**src/sfc_pkg.sv**
```systemverilog
// Purpose: shared constants and types for the serial fifo configuration block
// Assumes: apb slave with 32-bit data, one aligned word per register
// Notes:   offsets are byte addresses
package sfc_pkg;

  // ==========================================================
  // register offsets
  localparam logic [7:0] FIFO_CONFIGURATION_OFS = 8'h00;
  localparam logic [7:0] MODE_CONTROL_OFS       = 8'h04;
  localparam logic [7:0] RX_FIFO_CONTROL_OFS    = 8'h08;
  localparam logic [7:0] IRQ_STATUS_OFS         = 8'h0C;
  localparam logic [7:0] IRQ_ENABLE_OFS         = 8'h10;
  localparam logic [7:0] IRQ_CLEAR_OFS          = 8'h14;
  localparam logic [7:0] DIRECTION_STATUS_OFS   = 8'h18;

  // ==========================================================
  // fifo_configuration fields
  localparam int FCFG_FIFO_ENABLE_BIT   = 0;
  localparam int FCFG_AUTO_DISABLE_BIT  = 1;
  localparam int FCFG_RX_IRQ_EN_BIT     = 2;
  localparam int FCFG_TX_IRQ_EN_BIT     = 3;
  localparam int FCFG_RX_USAGE_BIT      = 4;
  localparam logic [4:0] FCFG_RESET     = 5'h00;

  // mode control fields
  localparam int MODE_RX_ENABLE_BIT     = 0;
  localparam int MODE_TX_ENABLE_BIT     = 1;
  localparam int MODE_DUPLEX_LSB        = 2;
  localparam int MODE_NINE_BIT_BIT      = 4;
  localparam logic [4:0] MODE_RESET     = 5'h00;

  // rx fifo control fields
  localparam int RFC_FILL_LSB           = 0;
  localparam int RFC_CLEAR_BIT          = 7;
  localparam logic [1:0] RFC_RESET      = 2'h0;

  // irq status bits
  localparam int IRQ_TX_BIT             = 0;
  localparam int IRQ_RX_BIT             = 1;
  localparam logic [1:0] IRQ_RESET      = 2'h0;

  // ==========================================================
  // depths in bytes
  localparam logic [2:0] DEPTH_WHOLE    = 3'h4;
  localparam logic [2:0] DEPTH_HALF     = 3'h2;
  localparam logic [2:0] DEPTH_NONE     = 3'h0;

  typedef enum logic [1:0] {
    SFC_DPX_OFF  = 2'h0,
    SFC_DPX_HRX  = 2'h1,
    SFC_DPX_HTX  = 2'h2,
    SFC_DPX_FULL = 2'h3
  } sfc_duplex_type;

  typedef struct packed {
    logic       rx_usage_select;
    logic       tx_fifo_irq_enable;
    logic       rx_fifo_irq_enable;
    logic       auto_direction_disable;
    logic       fifo_enable;
  } sfc_fcfg_type;

  typedef struct packed {
    logic [2:0] rx_depth;
    logic [2:0] tx_depth;
  } sfc_alloc_type;

endpackage

```
**src/sfc_alloc.sv**
```systemverilog
// Purpose: fifo depth allocation from duplex mode and fill level
// Assumes: registered outputs
// Notes:   one cycle latency
`timescale 1ns/10ps
module sfc_alloc (
  input  wire logic                   clk,
  input  wire logic                   reset_n,
  input  wire logic                   fifo_enable,
  input  wire logic                   rx_usage_select,
  input  wire sfc_pkg::sfc_duplex_type duplex,
  input  wire logic [1:0]             fill_level,
  output sfc_pkg::sfc_alloc_type      alloc
);

  // ==========================================================
  // fill level to byte count
  function automatic logic [2:0] fill_bytes(input logic [1:0] lvl, input logic full);
    logic [2:0] res;
    res = 3'h0;
    case (lvl)
      2'h0: res = full ? sfc_pkg::DEPTH_HALF : sfc_pkg::DEPTH_WHOLE;
      2'h1: res = 3'h1;
      2'h2: res = 3'h2;
      default: res = full ? 3'h1 : 3'h3;
    endcase
    return res;
  endfunction

  sfc_pkg::sfc_alloc_type alloc_nxt;

  always_comb begin
    alloc_nxt = '{rx_depth: sfc_pkg::DEPTH_NONE, tx_depth: sfc_pkg::DEPTH_NONE};
    if (fifo_enable) begin
      case (duplex)
        sfc_pkg::SFC_DPX_HRX: alloc_nxt.rx_depth = sfc_pkg::DEPTH_WHOLE;
        sfc_pkg::SFC_DPX_HTX: alloc_nxt.tx_depth = sfc_pkg::DEPTH_WHOLE;
        sfc_pkg::SFC_DPX_FULL: begin
          alloc_nxt.rx_depth = sfc_pkg::DEPTH_HALF;
          alloc_nxt.tx_depth = sfc_pkg::DEPTH_HALF;
        end
        default: alloc_nxt = alloc_nxt;
      endcase
      if (rx_usage_select && alloc_nxt.rx_depth != sfc_pkg::DEPTH_NONE) begin
        alloc_nxt.rx_depth = fill_bytes(fill_level, duplex == sfc_pkg::SFC_DPX_FULL);
      end
    end
  end

  always_ff @(posedge clk) begin
    if (!reset_n) begin
      alloc <= '{rx_depth: sfc_pkg::DEPTH_NONE, tx_depth: sfc_pkg::DEPTH_NONE};
    end else begin
      alloc <= alloc_nxt;
    end
  end

endmodule

```
**src/sfc_top.sv**
```systemverilog
// Purpose: fifo configuration, irq gating and auto direction disable
// Assumes: apb slave, single 200 MHz clock, synchronous active-low reset
// Notes:   channel event inputs are same-clock one-cycle pulses
//
// Our own choices: the placing of the registers and the APB register port.
`timescale 1ns/10ps
module sfc_top (
  input  wire logic        clk,
  input  wire logic        reset_n,
  input  wire logic        psel,
  input  wire logic        penable,
  input  wire logic        pwrite,
  input  wire logic [7:0]  paddr,
  input  wire logic [31:0] pwdata,
  output logic      [31:0] prdata,
  output logic             pready,
  output logic             pslverr,
  input  wire logic        tx_fifo_event,
  input  wire logic        rx_fifo_event,
  input  wire logic        rx_full_done,
  input  wire logic        tx_end_done,
  output logic             rx_enable,
  output logic             tx_enable,
  output logic             fifo_active,
  output logic      [2:0]  rx_fifo_depth,
  output logic      [2:0]  tx_fifo_depth,
  output logic             rx_fifo_flush,
  output logic             irq
);

  // ==========================================================
  // state
  sfc_pkg::sfc_fcfg_type   fcfg_r;
  sfc_pkg::sfc_duplex_type duplex_r;
  sfc_pkg::sfc_alloc_type  alloc;
  logic                    nine_bit_r;
  logic [1:0]              fill_level_r;
  logic [1:0]              irq_status_r;
  logic [1:0]              irq_enable_r;
  logic [1:0]              irq_events;
  logic                    wr_access;
  logic                    rd_access;
  logic                    rx_stop;
  logic                    tx_stop;
  logic [31:0]             prdata_nxt;
  logic                    pslverr_nxt;

  typedef enum logic [1:0] {
    SFC_BUS_IDLE = 2'b01,
    SFC_BUS_DONE = 2'b10
  } sfc_bus_type;

  sfc_bus_type bus_r;

  // ==========================================================
  // address decode
  function automatic logic known_addr(input logic [7:0] a);
    case (a)
      sfc_pkg::FIFO_CONFIGURATION_OFS,
      sfc_pkg::MODE_CONTROL_OFS,
      sfc_pkg::RX_FIFO_CONTROL_OFS,
      sfc_pkg::IRQ_STATUS_OFS,
      sfc_pkg::IRQ_ENABLE_OFS,
      sfc_pkg::IRQ_CLEAR_OFS,
      sfc_pkg::DIRECTION_STATUS_OFS: return 1'b1;
      default: return 1'b0;
    endcase
  endfunction

  assign wr_access = psel && penable && pwrite && bus_r == SFC_BUS_IDLE;
  assign rd_access = psel && penable && !pwrite && bus_r == SFC_BUS_IDLE;

  // ==========================================================
  // apb handshake: one wait state, answer in second access cycle
  always_ff @(posedge clk) begin
    if (!reset_n) begin
      bus_r  <= SFC_BUS_IDLE;
      pready <= 1'b0;
    end else begin
      case (bus_r)
        SFC_BUS_IDLE: begin
          if (psel && penable) begin
            bus_r  <= SFC_BUS_DONE;
            pready <= 1'b1;
          end
        end
        SFC_BUS_DONE: begin
          bus_r  <= SFC_BUS_IDLE;
          pready <= 1'b0;
        end
        default: begin
          bus_r  <= SFC_BUS_IDLE;
          pready <= 1'b0;
        end
      endcase
    end
  end

  // ==========================================================
  // read mux
  always_comb begin
    prdata_nxt  = 32'h0000_0000;
    pslverr_nxt = !known_addr(paddr);
    case (paddr)
      sfc_pkg::FIFO_CONFIGURATION_OFS: prdata_nxt[4:0] = fcfg_r;
      sfc_pkg::MODE_CONTROL_OFS: begin
        prdata_nxt[sfc_pkg::MODE_RX_ENABLE_BIT] = rx_enable;
        prdata_nxt[sfc_pkg::MODE_TX_ENABLE_BIT] = tx_enable;
        prdata_nxt[sfc_pkg::MODE_DUPLEX_LSB +: 2] = duplex_r;
        prdata_nxt[sfc_pkg::MODE_NINE_BIT_BIT] = nine_bit_r;
      end
      sfc_pkg::RX_FIFO_CONTROL_OFS: begin
        prdata_nxt[sfc_pkg::RFC_FILL_LSB +: 2] = fill_level_r;
      end
      sfc_pkg::IRQ_STATUS_OFS: prdata_nxt[1:0] = irq_status_r;
      sfc_pkg::IRQ_ENABLE_OFS: prdata_nxt[1:0] = irq_enable_r;
      sfc_pkg::DIRECTION_STATUS_OFS: prdata_nxt[5:0] = {alloc.rx_depth, alloc.tx_depth};
      default: prdata_nxt = 32'h0000_0000;
    endcase
  end

  always_ff @(posedge clk) begin
    if (!reset_n) begin
      prdata  <= 32'h0000_0000;
      pslverr <= 1'b0;
    end else if (rd_access || wr_access) begin
      prdata  <= rd_access ? prdata_nxt : 32'h0000_0000;
      pslverr <= pslverr_nxt;
    end else if (bus_r == SFC_BUS_DONE) begin
      prdata  <= 32'h0000_0000;
      pslverr <= 1'b0;
    end
  end

  // ==========================================================
  // fifo configuration register
  always_ff @(posedge clk) begin
    if (!reset_n) begin
      fcfg_r <= sfc_pkg::FCFG_RESET;
    end else if (wr_access && paddr == sfc_pkg::FIFO_CONFIGURATION_OFS) begin
      fcfg_r <= pwdata[4:0];
    end
  end

  // ==========================================================
  // mode control and direction enables
  assign rx_stop = fcfg_r.auto_direction_disable && rx_full_done;
  assign tx_stop = fcfg_r.auto_direction_disable && tx_end_done;

  always_ff @(posedge clk) begin
    if (!reset_n) begin
      duplex_r   <= sfc_pkg::SFC_DPX_OFF;
      nine_bit_r <= 1'b0;
    end else if (wr_access && paddr == sfc_pkg::MODE_CONTROL_OFS) begin
      duplex_r   <= sfc_pkg::sfc_duplex_type'(pwdata[sfc_pkg::MODE_DUPLEX_LSB +: 2]);
      nine_bit_r <= pwdata[sfc_pkg::MODE_NINE_BIT_BIT];
    end
  end

  always_ff @(posedge clk) begin
    if (!reset_n) begin
      rx_enable <= 1'b0;
      tx_enable <= 1'b0;
    end else begin
      if (wr_access && paddr == sfc_pkg::MODE_CONTROL_OFS) begin
        rx_enable <= pwdata[sfc_pkg::MODE_RX_ENABLE_BIT];
        tx_enable <= pwdata[sfc_pkg::MODE_TX_ENABLE_BIT];
      end
      // hardware clear wins over a same-cycle write
      case (duplex_r)
        sfc_pkg::SFC_DPX_HRX: if (rx_stop) rx_enable <= 1'b0;
        sfc_pkg::SFC_DPX_HTX: if (tx_stop) tx_enable <= 1'b0;
        sfc_pkg::SFC_DPX_FULL: begin
          if (rx_stop || tx_stop) begin
            rx_enable <= 1'b0;
            tx_enable <= 1'b0;
          end
        end
        default: begin
          if (rx_stop) rx_enable <= 1'b0;
          if (tx_stop) tx_enable <= 1'b0;
        end
      endcase
    end
  end

  // ==========================================================
  // rx fifo control: fill level and self-clearing flush
  always_ff @(posedge clk) begin
    if (!reset_n) begin
      fill_level_r  <= sfc_pkg::RFC_RESET;
      rx_fifo_flush <= 1'b0;
    end else begin
      rx_fifo_flush <= 1'b0;
      if (wr_access && paddr == sfc_pkg::RX_FIFO_CONTROL_OFS) begin
        fill_level_r  <= pwdata[sfc_pkg::RFC_FILL_LSB +: 2];
        rx_fifo_flush <= pwdata[sfc_pkg::RFC_CLEAR_BIT];
      end
    end
  end

  // ==========================================================
  // fifo allocation
  sfc_alloc u_alloc (
    .clk             (clk),
    .reset_n         (reset_n),
    .fifo_enable     (fcfg_r.fifo_enable),
    .rx_usage_select (fcfg_r.rx_usage_select),
    .duplex          (duplex_r),
    .fill_level      (fill_level_r),
    .alloc           (alloc)
  );

  always_ff @(posedge clk) begin
    if (!reset_n) begin
      fifo_active   <= 1'b0;
      rx_fifo_depth <= sfc_pkg::DEPTH_NONE;
      tx_fifo_depth <= sfc_pkg::DEPTH_NONE;
    end else begin
      fifo_active   <= fcfg_r.fifo_enable && !nine_bit_r;
      rx_fifo_depth <= alloc.rx_depth;
      tx_fifo_depth <= alloc.tx_depth;
    end
  end

  // ==========================================================
  // interrupts
  always_comb begin
    irq_events = 2'h0;
    irq_events[sfc_pkg::IRQ_TX_BIT] = fcfg_r.fifo_enable && fcfg_r.tx_fifo_irq_enable
                                      && tx_fifo_event;
    irq_events[sfc_pkg::IRQ_RX_BIT] = fcfg_r.fifo_enable && fcfg_r.rx_fifo_irq_enable
                                      && rx_fifo_event;
  end

  always_ff @(posedge clk) begin
    if (!reset_n) begin
      irq_status_r <= sfc_pkg::IRQ_RESET;
    end else if (wr_access && paddr == sfc_pkg::IRQ_CLEAR_OFS) begin
      irq_status_r <= (irq_status_r & ~pwdata[1:0]) | irq_events;
    end else begin
      irq_status_r <= irq_status_r | irq_events;
    end
  end

  always_ff @(posedge clk) begin
    if (!reset_n) begin
      irq_enable_r <= sfc_pkg::IRQ_RESET;
    end else if (wr_access && paddr == sfc_pkg::IRQ_ENABLE_OFS) begin
      irq_enable_r <= pwdata[1:0];
    end
  end

  always_ff @(posedge clk) begin
    if (!reset_n) begin
      irq <= 1'b0;
    end else begin
      irq <= |(irq_status_r & irq_enable_r);
    end
  end

endmodule

```
**config.mk**
```make
export PLATFORM = sky130hd
export DESIGN_NAME = sfc_top
export DESIGN_NICKNAME = d
export VERILOG_FILES = /design/src/sfc_pkg.sv /design/src/sfc_alloc.sv /design/src/sfc_top.sv
export SDC_FILE = /design/constraint.sdc
export NUM_CORES = 1
export LEC_CHECK = 0
export BUFFER_PORTS_ARGS = -buffer_cell sky130_fd_sc_hd__buf_2
export CAP_MARGIN = 25
export CORE_ASPECT_RATIO = 2
export CORE_MARGIN = 2
export CORE_UTILIZATION = 41
export DETAILED_ROUTE_END_ITERATION = 10
export PLACE_DENSITY = 0.76
export REMOVE_ABC_BUFFERS = 1
export SLEW_MARGIN = 10
export SYNTH_ARGS = -nofsm -noshare
export SYNTH_HDL_FRONTEND = slang
export SYNTH_SLANG_ARGS = --single-unit
```
**constraint.sdc**
```tcl
create_clock -name clk -period 1.6 [get_ports clk]
set_input_delay 0 -clock clk [delete_from_list [all_inputs] [get_ports clk]]
set_output_delay 0 -clock clk [all_outputs]
set_load 0.02 [all_outputs]
```
* Yosys cells after proc, flatten, opt, wreduce, memory -nomap -nowiden
Index checks and enable logic that the tools add are counted.
Storage, ports and cells: flip-flop bits (word level) 67, input port bits 49, output and inout bits 45, logic and storage cells 98
Cells by class: eq/ne operators 13, multiplexer cells 25, bitwise gates (word level) 5, reduce and logical (&&, ||, !) cells 32
Operator list (number):
- $mux W32 | 2
- $eq A8 B5 Y1 const B | 3
- $logic_and A1 B1 Y1 | 18
- $pmux W3 S3 | 2
- $eq A8 B4 Y1 const B | 2
- $pmux W2 S6 | 1
- $pmux W3 S2 | 2
- $mux W1 | 10
- $mux W3 | 3
- $eq A2 B2 Y1 const B | 4
- $eq A8 B3 Y1 const B | 1
- $logic_not A8 Y1 | 1
- $reduce_or A7 Y1 | 1
- $eq A2 B1 Y1 const B | 3
- $mux W6 | 1
- $reduce_and A2 Y1 | 3
- $and A2 B2 Y2 | 2
- $mux W2 | 2
- $or A2 B2 Y2 | 2
- $pmux W1 S2 | 2
- $logic_not A1 Y1 | 3
- $reduce_bool A3 Y1 | 1
- $logic_not A2 Y1 | 1
- $logic_or A1 B1 Y1 | 2
- other kinds (3) | 3

* Logic depth before layout (Yosys ltp)
word-level depth 7, gate-level depth with buffers 6

* Hierarchy
A second synthesis with hierarchy kept.
Unflattened totals: cells, all modules 210, area, all modules 1876.8 sq um
Modules (own cells, without submodules):
- sfc_top | instances 1, cells each 191, area an instance 1692.9 sq um, seq. area each 680.7 sq um
- sfc_alloc | instances 1, cells each 19, area an instance 183.9 sq um, seq. area each 100.1 sq um

* Least setup slack after synthesis
No wires, ideal clock.
path type register -> register, start reg pready (netlist name), end reg duplex_r[0], arrival 1.500 ns, required time 1.481 ns, slack -0.019 ns, stages on the path, launching flop included 7, path buffers 2, path through dfxtp_1 > and4b_1 > clkbuf_1 > nand2_1 > or3_1 > buf_2 > mux2i_1
RTL lines:
- end signal: assignment | line sfc_top.sv:152 | duplex_r <= sfc_pkg::SFC_DPX_OFF;
- end signal: assignment | line sfc_top.sv:155 | duplex_r <= sfc_pkg::sfc_duplex_type'(pwdata[sfc_pkg::MODE_DUPLEX_LSB +: 2]);
- end: declaration | line sfc_top.sv:34 | sfc_pkg::sfc_duplex_type duplex_r;

==> key figures <==
Outcome
  – Run status: finished, final reports clean

Place
  – Pre-CTS setup slack: 21.58 ps
  – Number of port buffers: 40
  – DP Cell Count: 300
  – Dpl cell area: 2021 sq um
  – Half-perimeter wire length after detailed placement: 3123 microns
  – Placer Congestion: 0.9337

Finish
  – Ant. Diodes: 0
  – Final nets: 306
  – Final Cell Area: 2140 sq um
  – FF+latch area: 760.7 sq um
  – Area used by multi-input combinational logic: 909.6 sq um
  – Finished Layout Cells: 311
  – Syn-to-layout area delta: 15.93%
  – Fillcell total: 430
  – Fraction of layout cells with a size suffix above 1: 22.18%

Synth
  – Flops & latches, synth: 38
  – Cell count after synthesis: 208
  – Mean Syn Cell Area: 8.873 sq um
  – Post-synth top area cell: dfxtp_1
  – Mapped cell area: 1846 sq um
  – Asr flop ratio synth: 0%
  – Post-synthesis sequential area ratio: 41.22%
  – Synth top area cells: dfxtp_1 41%, mux2i_1 12%, buf_4 11%
  – Most used DFF post-synth: dfxtp_1
  – Post-synth EDFFs: 0
  – Yosys warnings: 0
  – Yosys cell types: 36
  – Count leader, synth: dfxtp_1
  – Synth top cells by count: 38 x dfxtp_1, 28 x buf_4, 25 x nand2_1
  – Share of the synthesized area in the top cell type: 41.22%

Global routing
  – Initial antenna violation count: 0
  – First-pass GRT wire length: 6189 microns
  – Largest net degree at the start of global routing: 20
  – Number of global-route vias before repair: 1407
  – GR Overflow Total: 0
  – Tot GR Track Use: 16.20%

Drt
  – Via/cell ratio: 4.894
  – Remaining antenna violation count after routing: 0
  – DR iter-0 viols: 22
  – DR vias: 1522
  – Residual DRC: 0
  – DR pass1 iterations: 4
  – Drt total wl: 3880 microns
  – Drt wl/cell: 12.48 microns

Setup path
  – Crit start category: register
  – Highest-delay cell along the critical path: or3_1
  – Element type at the critical path end: register
  – Reg2reg setup slack: 140 ps
  – Crit path DAT: 1630 ps
  – Crit Path Class: reg2reg
  – Max FO, Critical Path: 3
  – CP peak stage delay: 480 ps
  – CP Cell Sequence: and4b_1 > nand2_1 > or3_1 > mux2i_1
  – WP data required: 1770 ps

Floorplan
  – Site row count: 34
  – Initial Util: 42.53%
  – Die Y: 98.88 microns
  – Die width: 51.44 microns
  – I/O pins: 94
  – Die ar.: 5086 sq um
  – Core area: 4339 sq um

CTS
  – Clk root buf: clkbuf_8
  – CTS Buf Count: 5
  – Clock-pin slew on the worst setup and hold paths: 70 ps
  – Clk_lat worst skew: 280 ps
  – H-tree depth: 2
  – Clk buf depth: 2
  – Clock sink total: 38
  – CTS resizes: 0
  – CTS tree: yes

Power
  – PD cells: 814.6 nW/um^2
  – Peak supply drop: 0.0004851 V
  – Leakage: 0.0009951 uW

STA
  – Worst Setup Slack, final: 138.3 ps
  – Highest Clock Rate: 684.1 MHz
  – Endpoints failing hold: 0
  – Final Cycle Share: 91.36%
  – Hold WS: 2.684 ps
  – Final Max Slew Viols: 0
  – Final Setup Violations: 0
  – RSZ-0062 raised after global routing: false
  – Clock Skew: 2.552 ps
  – Setup_tns: 0 ps
  – Fin crit period: 1462 ps

Min path
  – Worst Hold Class: in2reg

Job
  – Count of max-cap constraint violations: 0
==> cells by family (layout without fill, tap and decap cells) <==
logic type,count (synthesis),in the layout,share of synthesized area [%]
AND/OR/NAND/NOR,76,76,22.10
buffers and inverters,42,65,14.78
flip-flops,38,38,41.22
AO/OA/AOI/OAI,29,29,9.763
multiplexers,22,22,11.93
other,1,27,0.2032
==> where the power goes <==
group / switching [uW] / internal (uW)
Clock: 314 / 292
Sequential: 1.88 / 949
Combinational: 126 / 59.2
Total: 442 / 1300
==> stage by stage <==
stage | utilization, % | power [uW]
floorplan | - | 1069
global placement | 46.57 | 1146
detailed placement | 46.57 | 1149
CTS | 49.31 | 1752
global route | 49.31 | 1817
finish | 49.31 | 1743
==> final cells by class <==
type / instances / area share, %
timing repair buffer: 52 / 14.04
inverter: 6 / 1.053
clock inverter: 2 / 0.4678
clock buffer: 5 / 3.216
sequential: 38 / 35.56
multi-input combinational: 154 / 42.51
tap: 54 / 3.158
==> repair_timing <==
action,in CTS,in global routing
hold endpoints to repair,5,0
hold buffers,4,0
endpoints found under the setup margin,0,0
setup buffers,0,0
==> worst max-delay path: cells and delay by family (launching register included) <==
kind | cells | cell delay [ps]
multiplexers | 1 | 160
flip-flops | 1 | 310
AND/OR/NAND/NOR | 3 | 870
==> registers in the layout (all words and copies together) (netlist names), 2 cells and up <==
name           cells
irq_status_r       2
irq_enable_r       2
u_alloc.alloc      5
tx_fifo_depth      2
duplex_r           2
fill_level_r       2
rx_fifo_depth      3
fcfg_r             5
prdata             6
==> path summary, 6_finish.rpt <==
| check | startpoint | endpoint | depth (start not counted) |
|---|---|---|---|
| max | pready$_SDFFE_PN0N_ | duplex_r[1]$_SDFFE_PN0P_ | 4 |
| min | pwdata[4] | nine_bit_r$_SDFFE_PN0P_ | 3 |
| max reg2reg | pready$_SDFFE_PN0N_ | duplex_r[1]$_SDFFE_PN0P_ | 4 |
| min reg2reg | prdata[5]$_SDFFE_PN0P_ | prdata[5]$_SDFFE_PN0P_ | 2 |
==> layer usage <==
| layer | global-route usage [%] | up-vias | routed length (microns) |
|---|---|---|---|
| met5 | 0 | - | 0 |
| met4 | 8.502 | 0 | 97 |
| li1 | - | 752 | - |
| met3 | 2.879 | 6 | 232 |
| met1 | 13.89 | 702 | 1257 |
| met2 | 32.45 | 62 | 2292 |
==> placed cells by master (no fill, tap or decap), types with 5 or more instances in the layout <==
| master | count |
|---|---|
| buf_2 | 40 |
| dfxtp_1 | 38 |
| conb_1 | 27 |
| nand2_1 | 25 |
| mux2i_1 | 22 |
| o21ai_0 | 13 |
| nor2_1 | 11 |
| buf_4 | 8 |
| nor2b_1 | 6 |
| inv_1 | 6 |
| and2_1 | 5 |
| a21oi_1 | 5 |
| clkbuf_8 | 5 |
No activity file was read; power rests on OpenSTA's default activity.
